[src/rtl/lpdh_defs.vh]
// constants for the low-power debug handshake block
// assumes one free-running always-on clock; the system clock is gated downstream
`ifndef LPDH_DEFS_VH
`define LPDH_DEFS_VH

`define LPDH_CFG_W         32
`define LPDH_CFG_RESET     32'h0000_0000
`define LPDH_CFG_WMASK     32'h0000_010f
`define LPDH_BIT_LPDE      0
`define LPDH_BIT_CKOE      1
`define LPDH_DIV_LO        2
`define LPDH_DIV_HI        3
`define LPDH_BIT_FLAG      8

`define LPDH_DIV1          2'h0
`define LPDH_DIV2          2'h1
`define LPDH_DIV4          2'h2
`define LPDH_DIV8          2'h3

`define LPDH_MODE_W        4
`define LPDH_MODE_HALT     4'h8
`define LPDH_MODE_STOP     4'ha
`define LPDH_MODE_STANDBY  4'hd

`define LPDH_AON_W         16
`define LPDH_AON_RESET     16'h0001
`define LPDH_AON_BIT_OSC   0

`define LPDH_CLK_MHZ       40
`define LPDH_WAKE_US       42
`define LPDH_WAKE_CYC      (`LPDH_WAKE_US * `LPDH_CLK_MHZ)
`define LPDH_CNT_W         11
// load value of the wake counter: LPDH_WAKE_CYC minus one, sized to the counter
`define LPDH_WAKE_LOAD     11'h68f

`endif

[src/rtl/lpdh_clkdiv.v]
// debug clock output generator: gate plus divide by 1, 2, 4 or 8
// assumes clk_i is the always-on clock; run_i low while the system clock is stopped
`timescale 1ns/1ps
`include "lpdh_defs.vh"
module lpdh_clkdiv (
  input  wire       clk_i,
  input  wire       rst_b_i,
  input  wire       en_i,
  input  wire [1:0] div_i,
  input  wire       run_i,
  output wire       debug_clock_output_o
);
  reg  [2:0] cnt_q;
  reg        div_clk_q;
  reg        on_q;
  reg  [2:0] half;

  always @* begin
    case (div_i)
      `LPDH_DIV2: half = 3'h0;
      `LPDH_DIV4: half = 3'h1;
      default:    half = 3'h3;
    endcase
  end

  always @(posedge clk_i or negedge rst_b_i) begin
    if (!rst_b_i) begin
      cnt_q     <= 3'h0;
      div_clk_q <= 1'b0;
    end else begin
      if (!(en_i & run_i)) begin
        cnt_q     <= 3'h0;
        div_clk_q <= 1'b0;
      end else if (cnt_q >= half) begin // divider change may leave count above new half
        cnt_q     <= 3'h0;
        div_clk_q <= ~div_clk_q;
      end else begin
        cnt_q <= cnt_q + 3'h1;
      end
    end
  end

  // gate moves only while clk_i is low, so the divide-by-one path never glitches
  always @(negedge clk_i or negedge rst_b_i) begin
    if (!rst_b_i) begin
      on_q <= 1'b0;
    end else begin
      on_q <= en_i & run_i;
    end
  end

  // divide by one has to pass the clock itself through the gate above
  assign debug_clock_output_o = (div_i == `LPDH_DIV1) ? (clk_i & on_q)
                                                      : div_clk_q;
endmodule // lpdh_clkdiv

[src/rtl/lpdh_top.v]
// low-power entry/exit sequencer with debugger handshake and debug config register
// assumes clk_i is an always-on clock; the gated system clock is system_clock_en_o
`timescale 1ns/1ps
`include "lpdh_defs.vh"
module lpdh_top (
  input  wire                    clk_i,
  input  wire                    rst_b_i,
  // software write of the mode control register
  input  wire                    mode_wr_i,
  input  wire [`LPDH_MODE_W-1:0] mode_target_i,
  // always-on domain register write from software
  input  wire                    aon_wr_i,
  input  wire [`LPDH_AON_W-1:0]  aon_wdata_i,
  // debugger access port, the only path to the config register
  input  wire                    dbg_wr_i,
  input  wire [`LPDH_CFG_W-1:0]  dbg_wdata_i,
  output reg  [`LPDH_CFG_W-1:0]  dbg_rdata_o,
  // wake-up sources
  input  wire                    wake_timer_i,
  input  wire                    wake_pin_i,
  // jtag data out from the test logic, and the pad
  input  wire                    jtag_tdo_i,
  input  wire                    jtag_tdo_oe_i,
  output wire                    tdo_o,
  output wire                    tdo_oe_o,
  // system side
  output wire                    system_clock_en_o,
  output wire                    mode_busy_o,
  output reg                     sw_resume_o,
  output wire                    code_flash_wake_o,
  output wire                    data_flash_wake_o,
  output wire                    slow_osc_run_o,
  output wire                    debug_pwr_on_o,
  output reg  [`LPDH_AON_W-1:0]  aon_q,
  output reg  [`LPDH_MODE_W-1:0] mode_q,
  output wire                    debug_clock_output_o
);
  localparam [5:0] ST_RUN  = 6'h01;
  localparam [5:0] ST_ENTS = 6'h02;
  localparam [5:0] ST_LOWP = 6'h04;
  localparam [5:0] ST_WAKE = 6'h08;
  localparam [5:0] ST_EXS  = 6'h10;
  localparam [5:0] ST_DONE = 6'h20;

  reg [5:0]             st_q;
  reg [5:0]             st_d;
  reg [`LPDH_CFG_W-1:0] cfg_q;
  reg [`LPDH_CFG_W-1:0] cfg_d;
  reg [`LPDH_CNT_W-1:0] cnt_q;
  reg                   hs_q;
  reg                   hold_q;
  reg                   hold_val_q;
  reg                   set_flag;
  reg                   clr_flag;
  wire                  standby;
  wire                  gated;
  wire                  wake;

  function is_lowpower;
    input [`LPDH_MODE_W-1:0] m;
    begin
      is_lowpower = (m == `LPDH_MODE_HALT) || (m == `LPDH_MODE_STOP) ||
                    (m == `LPDH_MODE_STANDBY);
    end
  endfunction

  assign standby = (mode_q == `LPDH_MODE_STANDBY);
  // debug logic is power-gated only while actually sitting in standby
  assign gated   = standby & ((st_q == ST_LOWP) | (st_q == ST_WAKE));
  assign wake    = wake_timer_i | wake_pin_i;

  always @* begin
    st_d     = st_q;
    set_flag = 1'b0;
    clr_flag = 1'b0;
    case (st_q)
      ST_RUN: begin
        if (mode_wr_i && is_lowpower(mode_target_i)) begin
          if (cfg_q[`LPDH_BIT_LPDE]) begin
            set_flag = 1'b1;
            st_d     = ST_ENTS;
          end else begin
            st_d = ST_LOWP;
          end
        end
      end
      ST_ENTS: begin
        // no timeout: a silent debugger keeps the part awake
        if (!cfg_q[`LPDH_BIT_FLAG]) begin
          st_d = ST_LOWP;
        end
      end
      ST_LOWP: begin
        if (wake) begin
          st_d = ST_WAKE;
        end
      end
      ST_WAKE: begin
        if (cnt_q == {`LPDH_CNT_W{1'b0}}) begin
          st_d = hs_q ? ST_EXS : ST_DONE;
        end
      end
      ST_EXS: begin
        if (cfg_q[`LPDH_BIT_FLAG]) begin
          st_d = ST_DONE;
        end
      end
      ST_DONE: begin
        clr_flag = 1'b1;
        st_d     = ST_RUN;
      end
      default: begin
        st_d = ST_RUN;
      end
    endcase
  end

  // config register: debugger write, then device clear unless that write sets the flag, then device set
  always @* begin
    cfg_d = cfg_q;
    if (dbg_wr_i && !gated) begin
      cfg_d = dbg_wdata_i & `LPDH_CFG_WMASK;
    end
    if (clr_flag && !(dbg_wr_i && dbg_wdata_i[`LPDH_BIT_FLAG])) begin
      cfg_d[`LPDH_BIT_FLAG] = 1'b0;
    end
    if (set_flag) begin
      cfg_d[`LPDH_BIT_FLAG] = 1'b1;
    end
    if (gated) begin
      cfg_d = `LPDH_CFG_RESET;
    end
  end

  always @(posedge clk_i or negedge rst_b_i) begin
    if (!rst_b_i) begin
      st_q        <= ST_RUN;
      cfg_q       <= `LPDH_CFG_RESET;
      cnt_q       <= {`LPDH_CNT_W{1'b0}};
      hs_q        <= 1'b0;
      hold_q      <= 1'b0;
      hold_val_q  <= 1'b1;
      mode_q      <= {`LPDH_MODE_W{1'b0}};
      sw_resume_o <= 1'b0;
      dbg_rdata_o <= `LPDH_CFG_RESET;
    end else begin
      st_q        <= st_d;
      cfg_q       <= cfg_d;
      dbg_rdata_o <= cfg_d;
      sw_resume_o <= (st_q == ST_DONE);
      if (st_q == ST_RUN && st_d != ST_RUN) begin
        mode_q <= mode_target_i;
        // after standby the debug register is gone, so no exit handshake
        hs_q   <= cfg_q[`LPDH_BIT_LPDE] &&
                  (mode_target_i != `LPDH_MODE_STANDBY);
      end
      if (st_q == ST_LOWP && wake) begin
        cnt_q <= `LPDH_WAKE_LOAD;
      end else if (cnt_q != {`LPDH_CNT_W{1'b0}}) begin
        cnt_q <= cnt_q - {{(`LPDH_CNT_W-1){1'b0}}, 1'b1};
      end
      if (st_d == ST_LOWP && hs_q_next(st_q, cfg_q, mode_target_i, hs_q)) begin
        hold_q     <= 1'b1;
        hold_val_q <= 1'b1;
      end else if (st_q == ST_LOWP && st_d == ST_WAKE && hold_q) begin
        hold_val_q <= 1'b0;
      end else if (st_q == ST_DONE) begin
        hold_q     <= 1'b0;
        hold_val_q <= 1'b1;
      end
    end
  end

  // handshake in force for the low-power period being entered
  function hs_q_next;
    input [5:0]             s;
    input [`LPDH_CFG_W-1:0] c;
    input [`LPDH_MODE_W-1:0] m;
    input                   h;
    begin
      if (s == ST_RUN) begin
        hs_q_next = c[`LPDH_BIT_LPDE] && (m != `LPDH_MODE_STANDBY);
      end else begin
        hs_q_next = h;
      end
    end
  endfunction

  // always-on domain: only the power-up reset and software writes touch it, never standby exit
  always @(posedge clk_i or negedge rst_b_i) begin
    if (!rst_b_i) begin
      aon_q <= `LPDH_AON_RESET;
    end else if (aon_wr_i) begin
      aon_q <= aon_wdata_i;
    end
  end

  assign slow_osc_run_o = !(standby && st_q == ST_LOWP) ||
                          aon_q[`LPDH_AON_BIT_OSC];

  assign system_clock_en_o = (st_q != ST_LOWP) && (st_q != ST_WAKE);
  assign mode_busy_o       = (st_q != ST_RUN);
  // both flash arrays leave low power while the wake sequence counts
  assign code_flash_wake_o = (st_q == ST_WAKE);
  assign data_flash_wake_o = (st_q == ST_WAKE);
  assign debug_pwr_on_o    = !gated;

  assign tdo_o    = hold_q ? hold_val_q : jtag_tdo_i;
  assign tdo_oe_o = hold_q | (jtag_tdo_oe_i & !gated);

  lpdh_clkdiv u_clkdiv (
    .clk_i                (clk_i),
    .rst_b_i              (rst_b_i),
    .en_i                 (cfg_q[`LPDH_BIT_CKOE]),
    .div_i                (cfg_q[`LPDH_DIV_HI:`LPDH_DIV_LO]),
    .run_i                (system_clock_en_o),
    .debug_clock_output_o (debug_clock_output_o)
  );
endmodule // lpdh_top

[config.mk]
export PLATFORM = sky130hd
export DESIGN_NAME = lpdh_top
export DESIGN_NICKNAME = d
export VERILOG_FILES = /design/src/rtl/lpdh_clkdiv.v /design/src/rtl/lpdh_top.v
export VERILOG_INCLUDE_DIRS = /design/src /design/src/rtl
export SDC_FILE = /design/constraint.sdc
export NUM_CORES = 1
export LEC_CHECK = 0
export ABC_CLOCK_PERIOD_IN_PS = 2240
export BUFFER_PORTS_ARGS = -buffer_cell sky130_fd_sc_hd__clkbuf_2
export CAP_MARGIN = 20
export CORE_ASPECT_RATIO = 1.75
export CORE_MARGIN = 5
export CORE_UTILIZATION = 47
export CTS_CLUSTER_DIAMETER = 80
export DETAILED_ROUTE_END_ITERATION = 10
export GPL_ROUTABILITY_DRIVEN = 0
export PLACE_DENSITY = 0.8
export SYNTH_ARGS = -nofsm -noshare
export SYNTH_HDL_FRONTEND = slang
export SYNTH_SLANG_ARGS = --single-unit
[constraint.sdc]
create_clock -name clk_i -period 2.24 [get_ports clk_i]
set_input_delay 0.224 -clock clk_i [delete_from_list [all_inputs] [get_ports clk_i]]
set_output_delay 0.224 -clock clk_i [all_outputs]
set_load 0.01 [all_outputs]
# Yosys cells after proc, flatten, opt, wreduce, memory -nomap -nowiden
# Cells that the tools add are included.
dict set report totals {
  ff_bits 78
  in_bits 61
  out_inout_bits 62
  elab_cells 104
}
dict set report op_classes {
  add_sub_neg 2
  order_cmp 1
  n_eq_ne 21
  n_mux 32
  bitwise_logic 8
  reduce_logical 27
}
# operator n
set ops {}
lappend ops {{two-way mux 32 bit} 2}
lappend ops {{two-way mux 6 bit} 6}
lappend ops {{case mux 6 bit (5 select lines)} 1}
lappend ops {{two-way mux 11 bit} 2}
lappend ops {{two-way mux 1 bit} 17}
lappend ops {{== test 4 bit, second input constant} 4}
lappend ops {{== test 6 x 3 -> 1 bit, second input constant} 2}
lappend ops {{== test 6 x 4 -> 1 bit, second input constant} 2}
lappend ops {{logical AND 1 bit} 12}
lappend ops {{!= test 6 x 1 -> 1 bit, second input constant} 2}
lappend ops {{zero test 11 bit} 1}
lappend ops {{nonzero test 11 bit} 1}
lappend ops {{subtractor 11 x 1 -> 11 bit, second input constant} 1}
lappend ops {{two-way mux 3 bit} 3}
lappend ops {{== test 6 x 1 -> 1 bit, second input constant} 1}
lappend ops {{== test 6 x 2 -> 1 bit, second input constant} 1}
lappend ops {{== test 6 x 5 -> 1 bit, second input constant} 1}
lappend ops {{== test 6 bit, second input constant} 1}
lappend ops {{!= test 6 x 3 -> 1 bit, second input constant} 1}
lappend ops {{!= test 6 x 4 -> 1 bit, second input constant} 1}
lappend ops {{nonzero test 2 bit} 3}
lappend ops {{bitwise AND 1 bit} 4}
lappend ops {{!= test 4 bit, second input constant} 1}
lappend ops {{case mux 2 bit (2 select lines)} 1}
lappend ops {{other kinds (14)} 20}

# Logic depth before layout (Yosys ltp)
# Gate-level depths: netlist of the first run.
dict set report logic_depth {
  word_depth 11
  depth_mapped 8
  depth_no_buf 8
}

# By module
# A second synthesis of the first run with hierarchy kept.
dict set report hier_totals {
  cells_unflattened 237
  area_unflattened_um2 2637.5
}
# mod instances cells_each area_each_um2 seq_area_each_um2
set modules_own_cells {}
lappend modules_own_cells {lpdh_top 1 211 2331.0 1154.9}
lappend modules_own_cells {lpdh_clkdiv 1 26 306.5 125.1}

==> summary.md, run 1 <==
| Metric | Value |
|---|---|
| Fin Clk Skew | between 10 and 15 ps |
| Layout area overhead | 21.85% |
| PD cells | approximately 970 nW/um2 |
| Leak | roughly 1.6 nW |
| Die Height | 109.2 um |
| Layout cell share with drive strength beyond 1 | 0.3811 |
| Dpl cells | 392 |
| Die area | 7287 um2 |
| Clock power share | 0.265 |
| Setup TNS | -194.9 ps |
| Post-route ant nets | 0 |
| Starting Density | 0.4774 |
| Max-Slew Margin vs Limit | 0.5907 |
| Initial antenna violation count | 0 |
| Crit Path Class | flop to output pin |
| Switching Fraction | 0.3205 |
| CP endpoint kind | output pin |
| First-pass GRT wire length | 9480 um |
| Async SR Flop Fraction | 1.000 |
| Gate count of the mapped netlist | about 250 |
| Post-synth EDFFs | 0 |
| Vias per inst | between 4 and 5 |
| Tot GR Track Use | 0.1744 |
| Fin. Hold Viols | 0 |
| Hold crit path type | input port to flop |
| Largest net degree at the start of global routing | between 50 and 60 |
| HPWL after DPL | between 4000 and 5000 um |
| Row Count | 36 |
| Final Max Tran Viols | 0 |
| Port bufs | roughly 70 |
| Worst EP required | 2020 ps |
| Top_reg_cell synth | dfrtp_1 |
| Logic pwr share | 0.303 |
| Final #Nets | around 390 |
| Hold Slack | 33.67 ps |
| Peak supply drop | 0.0005594 V |
| Die X | between 60 and 70 um |
| Register area share after synthesis | 0.4839 |
| Initial DRT Pass Iterations | 4 |
| Violated checks | setup timing |
| Outcome | finished, violations left |
| CP max FO | 1 |
| Synth cell types | 56 |
| Worst slew pin tran | 614.0 ps |
| CTS tree | done |
| Post-DR wirelength/cell | around 14 um |
| Core area | about 5500 um2 |
| Via count | 2015 |
| Seq cells post-synth | 51 |
| Layout Cells excl Fill | between 400 and 500 |
| Synth warn | 0 |
| Count leader, synth | dfrtp_1 |
| Clk pin slew, worst setup/hold paths | roughly 100 ps |
| Final setup fails | 3 |
| Vias in the first global route | about 2200 |
| Arr. time, crit path | ~2200 ps |
| Share of power burned in registers | 0.432 |
| RSZ-0062 raised after global routing | yes |
| Internal power | 0.002118 W |
| Mapped cell area | between 2000 and 3000 um2 |
| Fill cells | between 500 and 600 |
| List of most frequent post-synthesis cells | 47 x dfrtp_1, 29 x buf_4, 20 x mux2_2 |
| Number of remaining DRC errors | 0 |
| Largest cells by area after synthesis | dfrtp_1 44%, mux2_2 8.5%, buf_4 8.2% |
| Tot Pwr | ~0.0031 W |
| Final setup margin | -190.1 ps |
| Post-synth top area share | 0.4447 |
| I/O pins | between 100 and 150 |
| Psw | 0.0009990 W |
| Iter 0 DRT Violations | between 60 and 70 |
| Grt ovf | 0 |
| Synth area leader | dfrtp_1 |
| N_diodes | 0 |
| Syn_area_per_cell | 10.75 um2 |
| Latest clock arrival within the worst-skew pair | around 420 ps |
| CP startpoint kind | flop |
| MaxCap Viol Count | 0 |
| WL final | about 5500 um |
[sequential cells by signal, summed over array words and instances (netlist names)]
name,count
aon_q,16
cfg_q,5
cnt_q,11
hold_q,1
hold_val_q,1
hs_q,1
mode_q,4
st_q,6
sw_resume_o,1
u_clkdiv.cnt_q,3
u_clkdiv.div_clk_q,1
u_clkdiv.on_q,1
[cell usage in the layout, fill, tap and decap left out, types with 2 or more instances in the layout]
cell type / n
o21ai_0: 14
conb_1: 27
nor3_1: 5
mux2_2: 20
inv_1: 13
dfrtp_1: 47
a311o_1: 2
nand4b_1: 2
mux2i_1: 4
and2_1: 6
clkbuf_2: 67
nor4_4: 2
dfstp_2: 3
a211oi_1: 3
xor2_1: 2
ha_1: 6
a21oi_1: 2
xnor2_1: 4
and3_1: 2
buf_4: 12
clkbuf_8: 9
nor2b_1: 4
nand3_1: 5
nand3b_1: 2
nand2b_1: 3
nand2_1: 11
or3_1: 4
nor2_1: 14
[area by class of cell]
cell class	count	area, um2	area share
flip-flops and latches	51	1280	0.3971
multi-input cells	172	1196	0.3711
repair buffers	80	435.4	0.1351
clock buffers	10	128.9	0.03998
well taps	76	95.09	0.02950
inverters	13	48.80	0.01514
clock inverters	2	38.79	0.01203
[power by group through the flow]
stage	sequential [W]	clock (W)	combinational, W
finish	0.00135	0.000825	0.000945
global route	0.00138	0.000897	0.00108
CTS	0.00135	0.000849	0.000955
detailed placement	0.00136	0.0000147	0.000945
global placement	0.00135	0.0000147	0.000904
floorplan	0.00136	0.00000872	0.000659
[critical path: stages (launching register included)]
cell and delay (ps):
dfrtn_1 390, nand3_1 60, o21ai_1 70, buf_2 140
[final timing paths]
check	start	end	slack, ps	cells past startpoint
worst max register to register	st_q[4]$_DFF_PN0_	u_clkdiv.on_q$_DFF_NN0_	0	3
worst min-delay path	aon_wdata_i[6]	aon_q[6]$_DFFE_PN0P_	30	2
worst min register to register	aon_q[14]$_DFFE_PN0P_	aon_q[14]$_DFFE_PN0P_	510	1
max in group asynchronous	rst_b_i	u_clkdiv.on_q$_DFF_NN0_	990	2
worst max-delay path	u_clkdiv.on_q$_DFF_NN0_	debug_clock_output_o	-190	3
min in group asynchronous	rst_b_i	st_q[1]$_DFF_PN0_	490	3
[routing by layer]
metal / track usage / wire length [um] / vias to the layer above
met5: 0 / 0 / -
met2: 0.2997 / 2969 / 72
met3: 0.07010 / 459 / 6
met4: 0.08721 / 98 / 0
met1: 0.1790 / 2015 / 970
li1: - / - / 967
[repair_timing]
item,4_1_cts,5_1_grt
hold endpoints to repair,47,0
cloned,0,0
hold buffers,1,0
resized for setup,1,4
pin swaps,2,1
setup buffers,0,0
endpoints found under the setup margin,3,5
[through the flow]
stage            util  area (um2)  setup WS [ps]
6_report       0.5818        3223         -190.1
5_1_grt        0.5818        3223         -273.0
4_1_cts        0.5799        3213         -232.3
3_5_place_dp   0.5488        3040         -47.13
3_3_place_gp   0.5488        3040         -36.04
2_1_floorplan       -        2763         -91.84
[kinds of logic after synthesis]
group,after synthesis,share of synthesized area
compound gates,36,0.09272
xor+xnor,6,0.01987
fa+ha+maj,6,0.02838
buf+inv,49,0.1116
flops,51,0.4839
mux,24,0.1003
other cells,1,0.001418
simple gates,73,0.1618
Note: power is estimated with default switching activity, not from simulation.
==> run 2: changes to the inputs <==
CELL_PAD_IN_SITES_DETAIL_PLACEMENT = 1   (was unset)
CELL_PAD_IN_SITES_GLOBAL_PLACEMENT = 2   (was unset)
CORE_UTILIZATION = 27   (was 47)
PLACE_DENSITY = unset   (was 0.8)
PLACE_DENSITY_LB_ADDON = 0.1   (was unset)
==> summary.md, run 2 (same netlist as run 1, synthesis figures left out) <==
| Metric | Value |
|---|---|
| Port bufs | 68 (unchanged) |
| Layout area overhead | 28.10% |
| Outcome | finished, violations left |
| # hold bufs at CTS | 0 (-1) |
| Crit Path Class | flop to output pin |
| PD cells | 1046 nW/um2 (+8.2%) |
| Final setup margin | -212.9 ps (-22.89 ps) |
| Final setup fails | 2 (-1) |
| Violated checks | setup timing |
| Most frequent cells in the layout | 67 x clkbuf_2, 47 x dfrtp_1, 27 x conb_1 |
| Fin Clk Skew | 39.22 ps (+25.07 ps) |
| Post-route ant nets | 0 (unchanged) |
| Vias in the first global route | 2307 (+6.4%) |
| Largest registers | aon_q: 16 flops, cnt_q: 11 flops, st_q: 6 flops |
| Worst EP required | 2020 ps (about the same) |
| Cell area after placement | 3105 um2 (+2.1%) |
| Die area | 11950 um2 (+64%) |
| Slowest-stage cell, CP | dfrtn_1 |
| CP max FO | 1 (unchanged) |
| Initial DRT Pass Iterations | 3 (-1) |
| WL final | 7205 um (+30%) |
| Clk pin slew, worst setup/hold paths | 70 ps (-30 ps) |
| Grt ovf | 0 (unchanged) |
| RSZ-0062 raised after global routing | yes |
| Worst slew pin tran | 689.9 ps (+75.88 ps) |
| Design area | 3388 um2 (+5.1%) |
| Hold Slack | 10.47 ps (-23.20 ps) |
| Latest clock arrival within the worst-skew pair | 440 ps (+20 ps) |
| HPWL after DPL | 5628 um (+27%) |
| Via count | 2009 (-0.30%) |
| Fin. Hold Viols | 0 (unchanged) |
| CP endpoint kind | output pin |
| Iter 0 DRT Violations | 37 (-46%) |
| Post-DR wirelength/cell | 15.98 um (+16%) |
| Final #Nets | 395 (+0.25%) |
| Largest net degree at the start of global routing | 51 (unchanged) |
| Final Max Tran Viols | 0 (unchanged) |
| Tot Pwr | 0.003545 W (+14%) |
| CP startpoint kind | flop |
| Layout cell share with drive strength beyond 1 | 0.3951 (+0.01404) |
| Die Height | 140.9 um (+29%) |
| Initial antenna violation count | 0 (unchanged) |
| Peak supply drop | 0.0003749 V (-33%) |
| Die X | 84.82 um (+27%) |
| Reg with most FFs | aon_q |
| Ordered list of cells on the worst path | nand3_2, o21ai_2, buf_2 |
| First-pass GRT wire length | 11850 um (+25%) |
| Arr. time, crit path | 2230 ps (+20 ps) |
| CP peak stage delay | 410 ps (+20 ps) |
| I/O pins | 123 (unchanged) |
| Tot GR Track Use | 0.1300 (-0.04440) |
| Hold crit path type | input port to async pin |
| R2R setup slack | 50 ps (+50 ps) |
| Number of remaining DRC errors | 0 (unchanged) |
| Layout Cells excl Fill | 451 (+12%) |
| Flip-flop count of the largest register after layout | 16 (unchanged) |
| MaxCap Viol Count | 0 (unchanged) |
| Row Count | 47 (+31%) |
| Leak | 1.628 nW (+3.2%) |
| Max-Slew Margin vs Limit | 0.5401 (-0.05059) |
| Starting Density | 0.2776 (-0.1998) |
| CTS tree | done |
| Core area | 9527 um2 (+72%) |
| Dpl cells | 439 (+12%) |
| Commonest non-fill, non-tap cell in the layout | clkbuf_2 |
| N_diodes | 0 (unchanged) |
| Vias per inst | 4.455 (-11%) |
==> run 2: final timing paths <==
check | from | to | depth (start not counted)
hold / removal | rst_b_i | aon_q[15]$_DFFE_PN0P_ | 2
setup / recovery | u_clkdiv.on_q$_DFF_NN0_ | debug_clock_output_o | 3
hold reg to reg | mode_q[3]$_DFFE_PN0P_ | mode_q[3]$_DFFE_PN0P_ | 1
min in group clk_i | aon_wdata_i[12] | aon_q[12]$_DFFE_PN0P_ | 2
max in group asynchronous | rst_b_i | u_clkdiv.on_q$_DFF_NN0_ | 1
setup reg to reg | st_q[1]$_DFF_PN0_ | u_clkdiv.on_q$_DFF_NN0_ | 3
==> run 2: through the flow <==
stage                 util  setup TNS [ps]  worst slack, ps
finish              0.3557          -212.9           -212.9
global route        0.3557          -277.0           -265.3
CTS                 0.3537          -256.1           -253.9
detailed placement  0.3260          -57.80           -57.80
global placement    0.3260          -24.47           -24.47
floorplan                -          -91.84           -91.84
==> run 2: where the power goes <==
group / total [W] / switching, W / internal [W]
sequential: 0.00136 / 0.000202 / 0.00116
clock: 0.00120 / 0.000408 / 0.000795
combinational: 0.000982 / 0.000491 / 0.000490
==> run 2: repair_timing <==
| item | CTS | global route |
|---|---|---|
| pin swaps | 2 | 1 |
| resized for setup | 4 | 5 |
| buffers inserted | 1 | 0 |
| cloned | 0 | 0 |
| setup endpoints to repair | 5 | 5 |
==> run 2: routing by layer <==
| metal | part of all wire | global-route usage | vias up |
|---|---|---|---|
| met5 | 0 | 0 | - |
| met4 | 0.026 | 0.07590 | 0 |
| met3 | 0.028 | 0.03036 | 9 |
| met2 | 0.60 | 0.2429 | 36 |
| met1 | 0.35 | 0.1271 | 1003 |
| li1 | - | - | 961 |
==> run 2: final cells by class <==
type                            instances  area (um2)
Fill cell                            1116        6138
Sequential cell                        51        1280
Multi-Input combinational cell        172        1212
Timing Repair Buffer                   81       440.4
Clock buffer                           10       219.0
Tap cell                              122       152.6
Inverter                               13       48.80
Clock inverter                          2       35.03
==> run 2: critical path, delay by kind of cell (launching register included) <==
kind,cells,cell delay [ps]
flip-flops,1,410
buffers and inverters,1,140
AND/OR/NAND/NOR,1,60
AO/OA/AOI/OAI,1,50
==> run 3: changes to the inputs <==
ABC_CLOCK_PERIOD_IN_PS = 2400   (was 2240)
CORE_UTILIZATION = 28   (was 27)
SYNTH_HIERARCHICAL = 1   (was unset)
clock period = 2.4 ns   (was 2.24 ns; I/O delays follow)
==> summary.md, run 3 <==
| Metric | Value |
|---|---|
| N_diodes | 0 (unchanged) |
| Grt ovf | 0 (unchanged) |
| Initial DRT Pass Iterations | 4 (+1) |
| Number of remaining DRC errors | 0 (unchanged) |
| Layout cell share with drive strength beyond 1 | 0.4211 (+0.02592) |
| Layout Cells excl Fill | 445 (-1.3%) |
| CP startpoint kind | flop |
| Via count | 1989 (-1.0%) |
| Largest cells by area after synthesis | dfrtp_1 45%, mux2_2 8.5%, buf_4 8.0% |
| Gate count of the mapped netlist | 237 (-3.7%) |
| Die X | 83.37 um (-1.7%) |
| Crit Path Class | flop to output pin |
| Synth area leader | dfrtp_1 |
| Mapped cell area | 2638 um2 (-0.28%) |
| HPWL after DPL | 5617 um (-0.20%) |
| Leak | 1.638 nW (+0.59%) |
| CP endpoint kind | output pin |
| Async SR Flop Fraction | 1.000 (unchanged) |
| Die Height | 138.4 um (-1.8%) |
| Syn_area_per_cell | 11.13 um2 (+3.5%) |
| Initial antenna violation count | 0 (unchanged) |
| Register area share after synthesis | 0.4853 (+0.001377) |
| Row Count | 47 (unchanged) |
| Most frequent cells in the layout | 67 x clkbuf_2, 47 x dfrtp_1, 27 x conb_1 |
| Hold Slack | 26.67 ps (+16.19 ps) |
| MaxCap Viol Count | 0 (unchanged) |
| WL final | 7142 um (-0.87%) |
| Final setup margin | -187.8 ps (+25.13 ps) |
| Violated checks | setup timing |
| Commonest non-fill, non-tap cell in the layout | clkbuf_2 |
| Post-route ant nets | 0 (unchanged) |
| Hold crit path type | input port to async pin |
| Fin. Hold Viols | 0 (unchanged) |
| Clk pin slew, worst setup/hold paths | 70 ps (about the same) |
| Worst slew pin tran | 694.8 ps (+4.903 ps) |
| List of most frequent post-synthesis cells | 47 x dfrtp_1, 28 x buf_4, 20 x mux2_2 |
| Vias in the first global route | 2233 (-3.2%) |
| Synth warn | 6 (+6) |
| Reg with most FFs | aon_q |
| Core area | 9350 um2 (-1.9%) |
| Post-synth EDFFs | 0 (unchanged) |
| First-pass GRT wire length | 11930 um (+0.64%) |
| Count leader, synth | dfrtp_1 |
| Die area | 11540 um2 (-3.5%) |
| Vias per inst | 4.470 (+0.34%) |
| Dpl cells | 434 (-1.1%) |
| Synth cell types | 54 (-3.6%) |
| R2R setup slack | 90 ps (+40 ps) |
| Post-synth top area share | 0.4459 (+0.001266) |
| Worst EP required | 2160 ps (+140 ps) |
| PD cells | 874.4 nW/um2 (-16%) |
| Arr. time, crit path | 2350 ps (+120 ps) |
| Peak supply drop | 0.0003704 V (-1.2%) |
| Iter 0 DRT Violations | 51 (+38%) |
| Final Max Tran Viols | 0 (unchanged) |
| RSZ-0062 raised after global routing | yes |
| Fin Clk Skew | 39.34 ps (+0.1244 ps) |
| CTS tree | done |
| Top_reg_cell synth | dfrtp_1 |
| Port bufs | 68 (unchanged) |
| Flip-flop count of the largest register after layout | 16 (unchanged) |
| Layout area overhead | 27.85% |
| Post-DR wirelength/cell | 16.05 um (+0.46%) |
| Tot GR Track Use | 0.1326 (+0.002637) |
| Starting Density | 0.2821 (+0.004436) |
| I/O pins | 123 (unchanged) |
| CP max FO | 1 (unchanged) |
| Max-Slew Margin vs Limit | 0.5368 (-0.003269) |
| Latest clock arrival within the worst-skew pair | 440 ps (about the same) |
| Final setup fails | 2 (unchanged) |
| Final #Nets | 389 (-1.5%) |
| Seq cells post-synth | 51 (unchanged) |
| Largest net degree at the start of global routing | 51 (unchanged) |
| Outcome | finished, violations left |
| Largest registers | aon_q: 16 flops, cnt_q: 11 flops, st_q: 6 flops |
==> run 3: cell families (layout without fill, tap and decap cells) <==
family,Yosys count,count (layout),synth area share
buf+inv,47,107,0.1077
flops,51,51,0.4853
fa+ha+maj,6,6,0.02846
mux,27,27,0.1158
compound gates,31,31,0.08349
other cells,1,27,0.001422
xor+xnor,2,2,0.006643
simple gates,72,72,0.1713
==> run 3: power by group <==
group	internal [W]	total (W)	leakage (nW)	switching, W
clock	0.000743	0.00112	0.133	0.000377
combinational	0.000335	0.000666	0.896	0.000331
sequential	0.00102	0.00116	0.609	0.000139
total	0.00210	0.00295	1.64	0.000847
==> run 3: repair_timing <==
action,4_1_cts,5_1_grt
hold buffers,0,0
setup endpoints to repair,2,3
gates resized for setup,1,3
setup buffers,0,0
==> run 3: area by class of cell <==
type                       instances  area [um2]
clock buffer                      10       219.0
fill                            1070        5978
inverter                          14       52.55
sequential                        51        1280
multi-input combinational        165        1192
clock inverter                     2       35.03
tap                              122       152.6
timing repair buffer              81       440.4
==> run 3: layer usage <==
| metal | share of wire | vias to the layer above | global-route usage |
|---|---|---|---|
| met3 | 0.051 | 7 | 0.03750 |
| met1 | 0.36 | 988 | 0.1355 |
| met5 | 0 | - | 0 |
| li1 | - | 942 | - |
| met4 | 0.018 | 0 | 0.06115 |
| met2 | 0.57 | 52 | 0.2449 |
==> run 3: path summary, 6_finish.rpt <==
| path | startpoint | endpoint | cells past startpoint |
|---|---|---|---|
| worst min-delay path | rst_b_i | aon_q[12]$_DFFE_PN0P_ | 2 |
| worst min register to register | mode_q[3]$_DFFE_PN0P_ | mode_q[3]$_DFFE_PN0P_ | 1 |
| worst max register to register | st_q[5]$_DFF_PN0_ | u_clkdiv/on_q$_DFF_NN0_ | 4 |
| min in group clk_i | aon_wdata_i[7] | aon_q[7]$_DFFE_PN0P_ | 2 |
| max in group asynchronous | rst_b_i | u_clkdiv/on_q$_DFF_NN0_ | 1 |
| worst max-delay path | u_clkdiv/on_q$_DFF_NN0_ | debug_clock_output_o | 3 |
==> run 3: critical path, stage by stage (launching register included) <==
cell	delay [ps]
dfrtn_1	420
nand3_1	80
o21ai_2	60
buf_2	140
==> run 3: stage by stage <==
stage | util | cell area [um2] | total power (W) | TNS [ps] | setup slack (ps)
after floorplan | - | 2750 | 0.001657 | -10.54 | -10.54
after global placement | 0.3333 | 3117 | 0.001858 | 0 | 124.1
after CTS | 0.3600 | 3366 | 0.003008 | -241.2 | -241.2
final | 0.3606 | 3372 | 0.002948 | -187.8 | -187.8
after detailed placement | 0.3333 | 3117 | 0.001882 | 0 | 59.34
after global routing | 0.3606 | 3372 | 0.003136 | -252.1 | -252.1
